==> config.mk <==
export PLATFORM = sky130hd
export DESIGN_NAME = difs_selector
export DESIGN_NICKNAME = d
export VERILOG_FILES = /design/src/rtl/difs_pkg.sv /design/src/rtl/difs_selector.sv
export SDC_FILE = /design/constraint.sdc
export NUM_CORES = 1
export LEC_CHECK = 0
export BUFFER_PORTS_ARGS = -buffer_cell sky130_fd_sc_hd__buf_2
export CORE_MARGIN = 2
export CORE_UTILIZATION = 43
export DETAILED_ROUTE_END_ITERATION = 7
export HOLD_SLACK_MARGIN = 0.12
export PLACE_DENSITY = 0.74
export SYNTH_ARGS = -nofsm -noshare
export SYNTH_HDL_FRONTEND = slang
export SYNTH_SLANG_ARGS = --single-unit
==> constraint.sdc <==
create_clock -name clk -period 2.1 [get_ports clk]
set_input_delay 0.42 -clock clk [delete_from_list [all_inputs] [get_ports clk]]
set_output_delay 0.42 -clock clk [all_outputs]
set_load 0.01 [all_outputs]
==> src/rtl/difs_pkg.sv <==
// Purpose: constants and types for the digital input function selector
// Assumes: one 16-bit selector for input zero, reached by parameter address
// Notes: codes are those that software writes into the selector
package difs_pkg;
  localparam int CODE_W = 16;
  localparam logic [15:0] SEL_ADDR = 16'h0702;
  localparam logic [15:0] FN_NONE = 16'h0001;
  localparam logic [15:0] FN_FAULT_RESET = 16'h0002;
  localparam logic [15:0] FN_ENABLE = 16'h0003;
  localparam logic [15:0] FN_HALT = 16'h0004;
  localparam logic [15:0] FN_CURRENT_LIM = 16'h0006;
  localparam logic [15:0] FN_ZERO_CLAMP = 16'h0007;
  localparam logic [15:0] FN_VELOCITY_LIM = 16'h0008;
  localparam logic [15:0] FN_JOG_POS = 16'h0009;
  localparam logic [15:0] FN_JOG_NEG = 16'h000a;
  localparam logic [15:0] FN_JOG_FAST = 16'h000b;
  localparam logic [15:0] FN_GEAR_RATIO = 16'h000c;
  localparam logic [15:0] FN_GEAR_OFF1 = 16'h0013;
  localparam logic [15:0] FN_GEAR_OFF2 = 16'h0014;
  localparam logic [15:0] FN_REF_SWITCH = 16'h0015;
  localparam logic [15:0] FN_POS_LIMIT = 16'h0016;
  localparam logic [15:0] FN_NEG_LIMIT = 16'h0017;
  localparam logic [15:0] FN_PAR_SET = 16'h0018;
  localparam logic [15:0] FN_INV_ANALOG_ONE = 16'h0019;
  localparam logic [15:0] FN_INV_ANALOG_TWO = 16'h001a;
  localparam logic [15:0] FN_MODE_SWITCH = 16'h001b;
  localparam logic [15:0] FN_INTEGRAL_OFF = 16'h001c;
  // factory default of input zero is the same in every mode
  localparam logic [15:0] SEL_DEFAULT = FN_ENABLE;

  typedef enum logic [1:0] {
    MODE_JOG = 2'b00,
    MODE_GEAR = 2'b01,
    MODE_TORQUE = 2'b10,
    MODE_VELOCITY = 2'b11
  } difs_mode_type;

  typedef struct packed {
    logic write;
    logic read;
    logic [15:0] addr;
    logic [15:0] wdata;
  } difs_par_req_type;

  typedef struct packed {
    logic done;
    logic reject;
    logic [15:0] rdata;
  } difs_par_rsp_type;

  typedef struct packed {
    logic faultReset;
    logic enable;
    logic halt;
    logic currentLimit;
    logic zeroClamp;
    logic velocityLimit;
    logic jogPositive;
    logic jogNegative;
    logic jogFast;
    logic gearRatio;
    logic gearOffsetOne;
    logic gearOffsetTwo;
    logic referenceSwitch;
    logic positiveTravelLimit;
    logic negativeTravelLimit;
    logic parameterSet;
    logic invertAnalogInputOne;
    logic invertAnalogInputTwo;
    logic modeSwitch;
    logic integralOff;
  } difs_func_type;
endpackage

==> src/rtl/difs_selector.sv <==
// Purpose: assigns one function to digital input zero from a stored code
// Assumes: powerStageOn, opMode and powerUp come from logic on clk
// Notes: the pin is synchronised; function outputs are registered
`timescale 1ns/1ps
module difs_selector
#(
  parameter int CODE_WIDTH = difs_pkg::CODE_W
)
(
  input wire logic clk, // 125 MHz
  input wire logic rst, // sync, active high
  input wire logic digitalInputZero, // pin, asynchronous
  input wire logic powerStageOn, // power stage enabled
  input wire logic powerUp, // one pulse per switch-on
  input wire difs_pkg::difs_mode_type opMode, // active operating mode
  input wire difs_pkg::difs_par_req_type parReq, // parameter request
  output difs_pkg::difs_par_rsp_type parRsp, // parameter answer
  output logic [15:0] activeCode, // code in force
  output difs_pkg::difs_func_type funcOut // function requests
);
  import difs_pkg::*;

  if (CODE_WIDTH != 16)
  begin : g_chk
    $error("difs_selector: code width must be 16");
  end

  logic pinMeta;
  logic pinSync;
  logic [15:0] storedCode;
  logic [15:0] next_storedCode;
  logic [15:0] next_activeCode;
  difs_mode_type lastMode;
  logic modeChanged;
  logic hitSel;
  logic codeValid;
  logic writeOk;
  logic [15:0] wCode;
  logic modeJog;
  logic modeGear;
  logic modeAnalog;
  logic modeClamp;
  difs_func_type next_funcOut;
  difs_par_rsp_type next_parRsp;

  assign wCode = parReq.wdata;
  assign hitSel = (parReq.addr == SEL_ADDR);
  assign modeChanged = (opMode != lastMode);
  assign modeJog = (opMode == MODE_JOG);
  assign modeGear = (opMode == MODE_GEAR);
  assign modeAnalog = (opMode == MODE_TORQUE) || (opMode == MODE_VELOCITY);
  assign modeClamp = (opMode == MODE_GEAR) || (opMode == MODE_VELOCITY);

  // gaps at 5 and 13 to 18 are not functions
  assign codeValid = ((wCode >= FN_NONE) && (wCode <= FN_HALT))
    || ((wCode >= FN_CURRENT_LIM) && (wCode <= FN_GEAR_RATIO))
    || ((wCode >= FN_GEAR_OFF1) && (wCode <= FN_INTEGRAL_OFF));

  // a refused write leaves the stored code untouched
  assign writeOk = parReq.write && hitSel && !powerStageOn && codeValid;

  // mode change resets to factory default, which outranks a same-cycle write
  assign next_storedCode = modeChanged ? SEL_DEFAULT
    : writeOk ? wCode
    : storedCode;

  // the pending code only reaches the live assignment on switch-on
  assign next_activeCode = modeChanged ? SEL_DEFAULT
    : powerUp ? storedCode
    : activeCode;

  always_comb
  begin
    next_parRsp = '0;
    next_parRsp.done = parReq.write || parReq.read;
    if (parReq.write)
    begin
      next_parRsp.reject = !writeOk;
    end
    else if (parReq.read && hitSel)
    begin
      next_parRsp.rdata = storedCode;
    end
    else if (parReq.read)
    begin
      next_parRsp.reject = 1'b1;
    end
  end

  always_comb
  begin
    next_funcOut = '0;
    case (activeCode)
      FN_FAULT_RESET: next_funcOut.faultReset = pinSync;
      FN_ENABLE: next_funcOut.enable = pinSync;
      FN_HALT: next_funcOut.halt = pinSync;
      FN_CURRENT_LIM: next_funcOut.currentLimit = pinSync;
      FN_ZERO_CLAMP: next_funcOut.zeroClamp = pinSync && modeClamp;
      FN_VELOCITY_LIM: next_funcOut.velocityLimit = pinSync;
      FN_JOG_POS: next_funcOut.jogPositive = pinSync && modeJog;
      FN_JOG_NEG: next_funcOut.jogNegative = pinSync && modeJog;
      FN_JOG_FAST: next_funcOut.jogFast = pinSync && modeJog;
      FN_GEAR_RATIO: next_funcOut.gearRatio = pinSync && modeGear;
      FN_GEAR_OFF1: next_funcOut.gearOffsetOne = pinSync && modeGear;
      FN_GEAR_OFF2: next_funcOut.gearOffsetTwo = pinSync && modeGear;
      FN_REF_SWITCH: next_funcOut.referenceSwitch = pinSync;
      FN_POS_LIMIT: next_funcOut.positiveTravelLimit = pinSync;
      FN_NEG_LIMIT: next_funcOut.negativeTravelLimit = pinSync;
      FN_PAR_SET: next_funcOut.parameterSet = pinSync;
      FN_INV_ANALOG_ONE: next_funcOut.invertAnalogInputOne = pinSync && modeAnalog;
      FN_INV_ANALOG_TWO: next_funcOut.invertAnalogInputTwo = pinSync && modeAnalog;
      FN_MODE_SWITCH: next_funcOut.modeSwitch = pinSync;
      FN_INTEGRAL_OFF: next_funcOut.integralOff = pinSync;
      default: next_funcOut = '0;
    endcase
  end

  always_ff @(posedge clk)
  begin
    pinMeta <= digitalInputZero;
    pinSync <= pinMeta;
  end

  always_ff @(posedge clk)
  begin
    if (rst)
    begin
      storedCode <= SEL_DEFAULT;
      activeCode <= SEL_DEFAULT;
      lastMode <= MODE_JOG;
      parRsp <= '0;
      funcOut <= '0;
    end
    else
    begin
      storedCode <= next_storedCode;
      activeCode <= next_activeCode;
      lastMode <= opMode;
      parRsp <= next_parRsp;
      funcOut <= next_funcOut;
    end
  end

  a_write_blocked_on: assert property (@(posedge clk) disable iff (rst)
    parReq.write && powerStageOn && !modeChanged |=> storedCode == $past(storedCode))
    else $error("write changed selector while power stage on");

  a_write_reject_flag: assert property (@(posedge clk) disable iff (rst)
    parReq.write && powerStageOn |=> parRsp.done && parRsp.reject)
    else $error("write under power not answered as refused");

  a_bad_code_kept: assert property (@(posedge clk) disable iff (rst)
    parReq.write && hitSel && (wCode == 16'h0005 || wCode == 16'h0000) && !modeChanged
    |=> storedCode == $past(storedCode) && parRsp.reject)
    else $error("unlisted code accepted");

  a_good_write_stored: assert property (@(posedge clk) disable iff (rst)
    parReq.write && hitSel && !powerStageOn && wCode == FN_HALT && !modeChanged
    |=> storedCode == FN_HALT && !parRsp.reject)
    else $error("valid write not stored");

  a_write_not_live: assert property (@(posedge clk) disable iff (rst)
    !powerUp && !modeChanged |=> activeCode == $past(activeCode))
    else $error("active code changed without power-up");

  a_power_up_loads: assert property (@(posedge clk) disable iff (rst)
    powerUp && !modeChanged |=> activeCode == $past(storedCode))
    else $error("power-up did not load stored code");

  a_mode_default: assert property (@(posedge clk) disable iff (rst)
    modeChanged |=> activeCode == SEL_DEFAULT && storedCode == SEL_DEFAULT)
    else $error("mode change did not restore default");

  a_jog_gated: assert property (@(posedge clk) disable iff (rst)
    !modeJog |=> !funcOut.jogPositive && !funcOut.jogNegative && !funcOut.jogFast)
    else $error("jog function outside jog mode");

  a_gear_gated: assert property (@(posedge clk) disable iff (rst)
    !modeGear |=> !funcOut.gearRatio && !funcOut.gearOffsetOne && !funcOut.gearOffsetTwo)
    else $error("gear function outside gear mode");

  a_analog_gated: assert property (@(posedge clk) disable iff (rst)
    !modeAnalog |=> !funcOut.invertAnalogInputOne && !funcOut.invertAnalogInputTwo)
    else $error("analog inversion in wrong mode");

  a_enable_follows: assert property (@(posedge clk) disable iff (rst)
    activeCode == FN_ENABLE && $stable(activeCode) |=> funcOut.enable == $past(pinSync))
    else $error("enable does not follow input");

  a_halt_follows: assert property (@(posedge clk) disable iff (rst)
    activeCode == FN_HALT |=> funcOut.halt == $past(pinSync) && !funcOut.enable)
    else $error("halt does not follow input");

  a_limit_follows: assert property (@(posedge clk) disable iff (rst)
    activeCode == FN_POS_LIMIT |=> funcOut.positiveTravelLimit == $past(pinSync))
    else $error("positive limit does not follow input");

  a_current_follows: assert property (@(posedge clk) disable iff (rst)
    activeCode == FN_CURRENT_LIM |=> funcOut.currentLimit == $past(pinSync))
    else $error("current limit does not follow input");

  a_integral_follows: assert property (@(posedge clk) disable iff (rst)
    activeCode == FN_INTEGRAL_OFF |=> funcOut.integralOff == $past(pinSync))
    else $error("integral off does not follow input");

  a_jog_follows: assert property (@(posedge clk) disable iff (rst)
    activeCode == FN_JOG_POS && modeJog |=> funcOut.jogPositive == $past(pinSync))
    else $error("jog positive does not follow input");

  a_gear_follows: assert property (@(posedge clk) disable iff (rst)
    activeCode == FN_GEAR_OFF2 && modeGear |=> funcOut.gearOffsetTwo == $past(pinSync))
    else $error("gear offset two does not follow input");

  a_invert_follows: assert property (@(posedge clk) disable iff (rst)
    activeCode == FN_INV_ANALOG_TWO && modeAnalog |=> funcOut.invertAnalogInputTwo == $past(pinSync))
    else $error("inversion two does not follow input");

  a_invert_one: assert property (@(posedge clk) disable iff (rst)
    activeCode == FN_INV_ANALOG_ONE && modeAnalog |=> funcOut.invertAnalogInputOne == $past(pinSync))
    else $error("inversion one does not follow input");

  a_fault_follows: assert property (@(posedge clk) disable iff (rst)
    activeCode == FN_FAULT_RESET |=> funcOut.faultReset == $past(pinSync))
    else $error("fault reset does not follow input");

  a_none_silent: assert property (@(posedge clk) disable iff (rst)
    activeCode == FN_NONE |=> funcOut == '0)
    else $error("input without function raised a request");

  // one code can only ever select one function
  a_single_function: assert property (@(posedge clk) disable iff (rst)
    $onehot0(funcOut))
    else $error("more than one function active");

  a_velocity_follows: assert property (@(posedge clk) disable iff (rst)
    activeCode == FN_VELOCITY_LIM |=> funcOut.velocityLimit == $past(pinSync))
    else $error("velocity limit does not follow input");

  a_clamp_follows: assert property (@(posedge clk) disable iff (rst)
    activeCode == FN_ZERO_CLAMP && modeClamp |=> funcOut.zeroClamp == $past(pinSync))
    else $error("zero clamp does not follow input");

  a_clamp_gated: assert property (@(posedge clk) disable iff (rst)
    !modeClamp |=> !funcOut.zeroClamp)
    else $error("zero clamp in wrong mode");

  a_jogneg_follows: assert property (@(posedge clk) disable iff (rst)
    activeCode == FN_JOG_NEG && modeJog |=> funcOut.jogNegative == $past(pinSync))
    else $error("jog negative does not follow input");

  a_jogfast_follows: assert property (@(posedge clk) disable iff (rst)
    activeCode == FN_JOG_FAST && modeJog |=> funcOut.jogFast == $past(pinSync))
    else $error("jog speed toggle does not follow input");

  a_ratio_follows: assert property (@(posedge clk) disable iff (rst)
    activeCode == FN_GEAR_RATIO && modeGear |=> funcOut.gearRatio == $past(pinSync))
    else $error("gear ratio does not follow input");

  a_offset_follows: assert property (@(posedge clk) disable iff (rst)
    activeCode == FN_GEAR_OFF1 && modeGear |=> funcOut.gearOffsetOne == $past(pinSync))
    else $error("gear offset one does not follow input");

  a_ref_follows: assert property (@(posedge clk) disable iff (rst)
    activeCode == FN_REF_SWITCH |=> funcOut.referenceSwitch == $past(pinSync))
    else $error("reference switch does not follow input");

  a_neglimit_follows: assert property (@(posedge clk) disable iff (rst)
    activeCode == FN_NEG_LIMIT |=> funcOut.negativeTravelLimit == $past(pinSync))
    else $error("negative limit does not follow input");

  a_parset_follows: assert property (@(posedge clk) disable iff (rst)
    activeCode == FN_PAR_SET |=> funcOut.parameterSet == $past(pinSync))
    else $error("parameter set switch does not follow input");

  a_modesw_follows: assert property (@(posedge clk) disable iff (rst)
    activeCode == FN_MODE_SWITCH |=> funcOut.modeSwitch == $past(pinSync))
    else $error("mode switch does not follow input");

  // every request is answered, so a refusal is always visible to the writer
  a_answer_done: assert property (@(posedge clk) disable iff (rst)
    parReq.write || parReq.read |=> parRsp.done)
    else $error("request not answered");

  a_no_idle_answer: assert property (@(posedge clk) disable iff (rst)
    !parReq.write && !parReq.read |=> !parRsp.done)
    else $error("answer without request");

  a_read_pending: assert property (@(posedge clk) disable iff (rst)
    parReq.read && !parReq.write && hitSel |=> parRsp.rdata == $past(storedCode) && !parRsp.reject)
    else $error("read does not return the stored code");

  a_high_code_kept: assert property (@(posedge clk) disable iff (rst)
    parReq.write && hitSel && wCode > FN_INTEGRAL_OFF && !modeChanged
    |=> storedCode == $past(storedCode) && parRsp.reject)
    else $error("code above range accepted");

endmodule

==> flow_metrics.env <==
export IMPL_status="complete, no violations"
export IMPL_drtIter0Drc=55
export IMPL_layout_drive_gt1_share_pct=35.40
export IMPL_r2r_end="funcOut[17]"
export IMPL_slowest_delay_ns=0.71
export IMPL_synth_edff_count=0
export IMPL_syn_nets=275
export IMPL_netlist_instances=234
export IMPL_critPathKind="reg2reg"
export IMPL_die_w_um=79.89
export IMPL_synth_area_mm2=0.002476
export IMPL_dp_cells=395
export IMPL_gp_congestion=0.7487
export IMPL_die_height_um=79.89
export IMPL_hpwlAfterDp_mm=3.946
export IMPL_hold_viol=0
export IMPL_path_clk_slew_ns=0.07
export IMPL_drv_slew=0
export IMPL_final_cell_mix="buf_2 (94), dfxtp_1 (74), nor2_1 (35)"
export IMPL_p_sw_share_pct=21.05
export IMPL_crit_family="simple AND/OR/NAND/NOR gates"
export IMPL_max_cap_violations=0
export IMPL_finalSetupViolations=0
export IMPL_dieArea_mm2=0.006382
export IMPL_tightest_slew_ns=0.5114
export IMPL_synth_area_per_cell_um2=10.58
export IMPL_pwr_share_clk_pct=44.0
export IMPL_cp_buffers_inverters=1
export IMPL_tritoncts="yes"
export IMPL_overflow=0
export IMPL_path_max_fanout=3
export IMPL_clock_latency_ns=0.35
export IMPL_r2r_setup_slack_ns=0.19
export IMPL_wirelength_mm=5.475
export IMPL_postCtsHoldBufs=0
export IMPL_timing_final_crit_share_pct=90.85
export IMPL_ant_nets=0
export IMPL_post_place_ws_ns=-0.07073
export IMPL_synth_top_area_share_pct=59.83
export IMPL_crit_required_ns=2.37
export IMPL_power_density_mw_per_mm2=836.1
export IMPL_p_sw_mw=0.5775
export IMPL_routedWlPerCell_um=13.32
export IMPL_clockBufferDepth=2
export IMPL_max_slew_margin_rel_pct=65.91
export IMPL_cts_root_buffer="clkbuf_8"
export IMPL_whs_path_depth=1
export IMPL_final_common_cell="buf_2"
export IMPL_yosysTopAreaCell="dfxtp_1"
export IMPL_holdPathEnd="pinMeta"
export IMPL_dr_pass1_iters=4
export IMPL_crit_slowest_cell="or4b_2"
export IMPL_internal_power_mw=2.165
export IMPL_setup_slack_ns=0.1922
export IMPL_min_path_type="in2reg"
export IMPL_syn2layout_area_growth_pct=32.49
export IMPL_synth_cell_types=29
export IMPL_insertedDiodeCount=0
export IMPL_seqPwrFrac_pct=51.5
export IMPL_vdd_ir_drop_worst_mv=0.3684
export IMPL_start_util_pct=44.69
export IMPL_cp_depth=5
export IMPL_pin_count=95
export IMPL_fp_row_count=27
export IMPL_htreeDepth=3
export IMPL_rr_worst_depth=5
export IMPL_drc=0
export IMPL_grt_use_total_pct=17.83
export IMPL_core_mm2=0.005540
export IMPL_p_leak_nw=1.476
export IMPL_synth_ff_type="dfxtp_1"
export IMPL_synth_warnings=0
export IMPL_antenna_found_initial=0
export IMPL_finClkSkew_ns=0.006747
export IMPL_grt_setup_unrepaired="false"
export IMPL_viasPerCell=4.871
export IMPL_fin_cells=411
export IMPL_async_reset_ff_share_pct=0
export IMPL_cts_sinks=74
export IMPL_seq_area_frac_synth_pct=59.83
export IMPL_fin_nets=375
export IMPL_cp_cell_sequence="nor4_1, buf_4, nand4_1, or4b_2, nor3_1"
export IMPL_min_from="digitalInputZero"
export IMPL_grt_max_degree=30
export IMPL_cp_start_kind="flip-flop"
export IMPL_cp_end_kind="flip-flop"
export IMPL_critPathArrivalTime_ns=2.18
export IMPL_reg2reg_from="activeCode[15]"
export IMPL_cts_inserted_buffers=9
export IMPL_fin_hold_ws_ns=0.1733
export IMPL_max_freq_mhz=524.2
export IMPL_synth_area_leaders="dfxtp_1 (60%), mux2i_1 (8.5%), nor2_1 (5.3%)"
export IMPL_finalCriticalPeriod_ns=1.908
export IMPL_combPwrFrac_pct=4.5
export IMPL_place_port_buffers=94
export IMPL_vias=2002
export IMPL_grt_pass1_wl_mm=8.556
export IMPL_fillers=513
export IMPL_synth_seq_cells=74
export IMPL_grt_pass1_vias=1893
-- registers in the layout (all words and copies together) (netlist names) --
signal	flops
pinMeta	1
parRsp	18
activeCode	16
pinSync	1
storedCode	16
funcOut	20
lastMode	2
-- Yosys cell counts (all sizes together), types with 2 or more instances --
cell type / number
o21ai: 2
clkbuf: 11
nor4b: 5
nor4: 7
nand2: 14
xor2: 2
nand2b: 3
or3: 2
dfxtp: 74
nand4b: 2
nand4: 2
nor2b: 2
nor2: 35
nor3: 9
nor3b: 13
and2: 16
mux2i: 21
nand3: 3
-- metrics by stage --
stage / instance area, µm² / util, % / power, mW / TNS (ns)
final: 3281 / 59.21 / 2.743 / 0
after global routing: 3281 / 59.21 / 2.828 / 0
after CTS: 3274 / 59.10 / 2.755 / 0
after detailed placement: 3055 / 55.15 / 1.567 / -0.07073
after global placement: 3055 / 55.15 / 1.563 / 0
after floorplan: 2476 / - / 1.503 / 0
-- cell families (layout without fill, tap and decap cells) --
| group | after synthesis | in the layout | synth area share (%) |
|---|---|---|---|
| AO/OA/AOI/OAI | 5 | 5 | 2.224 |
| flip-flops | 74 | 74 | 59.83 |
| XOR/XNOR | 2 | 2 | 0.7076 |
| multiplexers | 21 | 21 | 8.489 |
| AND/OR/NAND/NOR | 119 | 119 | 26.48 |
| buffers and inverters | 13 | 118 | 2.274 |
-- power by group through the flow --
stage | Sequential, mW | Clock, mW | Combinational [mW]
finish | 1.41 | 1.21 | 0.123
global route | 1.41 | 1.28 | 0.136
CTS | 1.41 | 1.22 | 0.123
detailed placement | 1.44 | 0 | 0.122
global placement | 1.44 | 0 | 0.119
floorplan | 1.45 | 0 | 0.0562
-- area by class of cell --
cell class | count | area [µm²] | area share [%]
repair buffers | 101 | 535.5 | 16.32
clock inverters | 5 | 77.57 | 2.365
flip-flops and latches | 74 | 1481 | 45.16
clock buffers | 11 | 141.4 | 4.310
well taps | 72 | 90.09 | 2.746
multi-input cells | 147 | 950.9 | 28.99
inverters | 1 | 3.754 | 0.1144
-- routing by layer --
layer	up-vias	global-route usage (%)	share of wire, %
met4	0	10.34	2.3
met2	71	29.83	49
li1	1006	-	-
met1	914	19.86	42
met5	-	0	0
met3	11	5.543	6.9
-- worst max-delay path by stage --
stage / start / end / slack, ns
global placement: rst / funcOut[17] / 0.04
floorplan: parReq[4] / storedCode[13] / 0.1
finish: activeCode[15] / funcOut[17] / 0.19
detailed placement: rst / funcOut[17] / -0.07
CTS: activeCode[10] / funcOut[17] / 0.05
global route: activeCode[15] / funcOut[17] / 0.06
-- what timing repair did --
action	4_1_cts	5_1_grt
resized for setup	0	1
endpoints found under the setup margin	0	4
buffers inserted	0	0
Power figures use the tool's default switching activity.
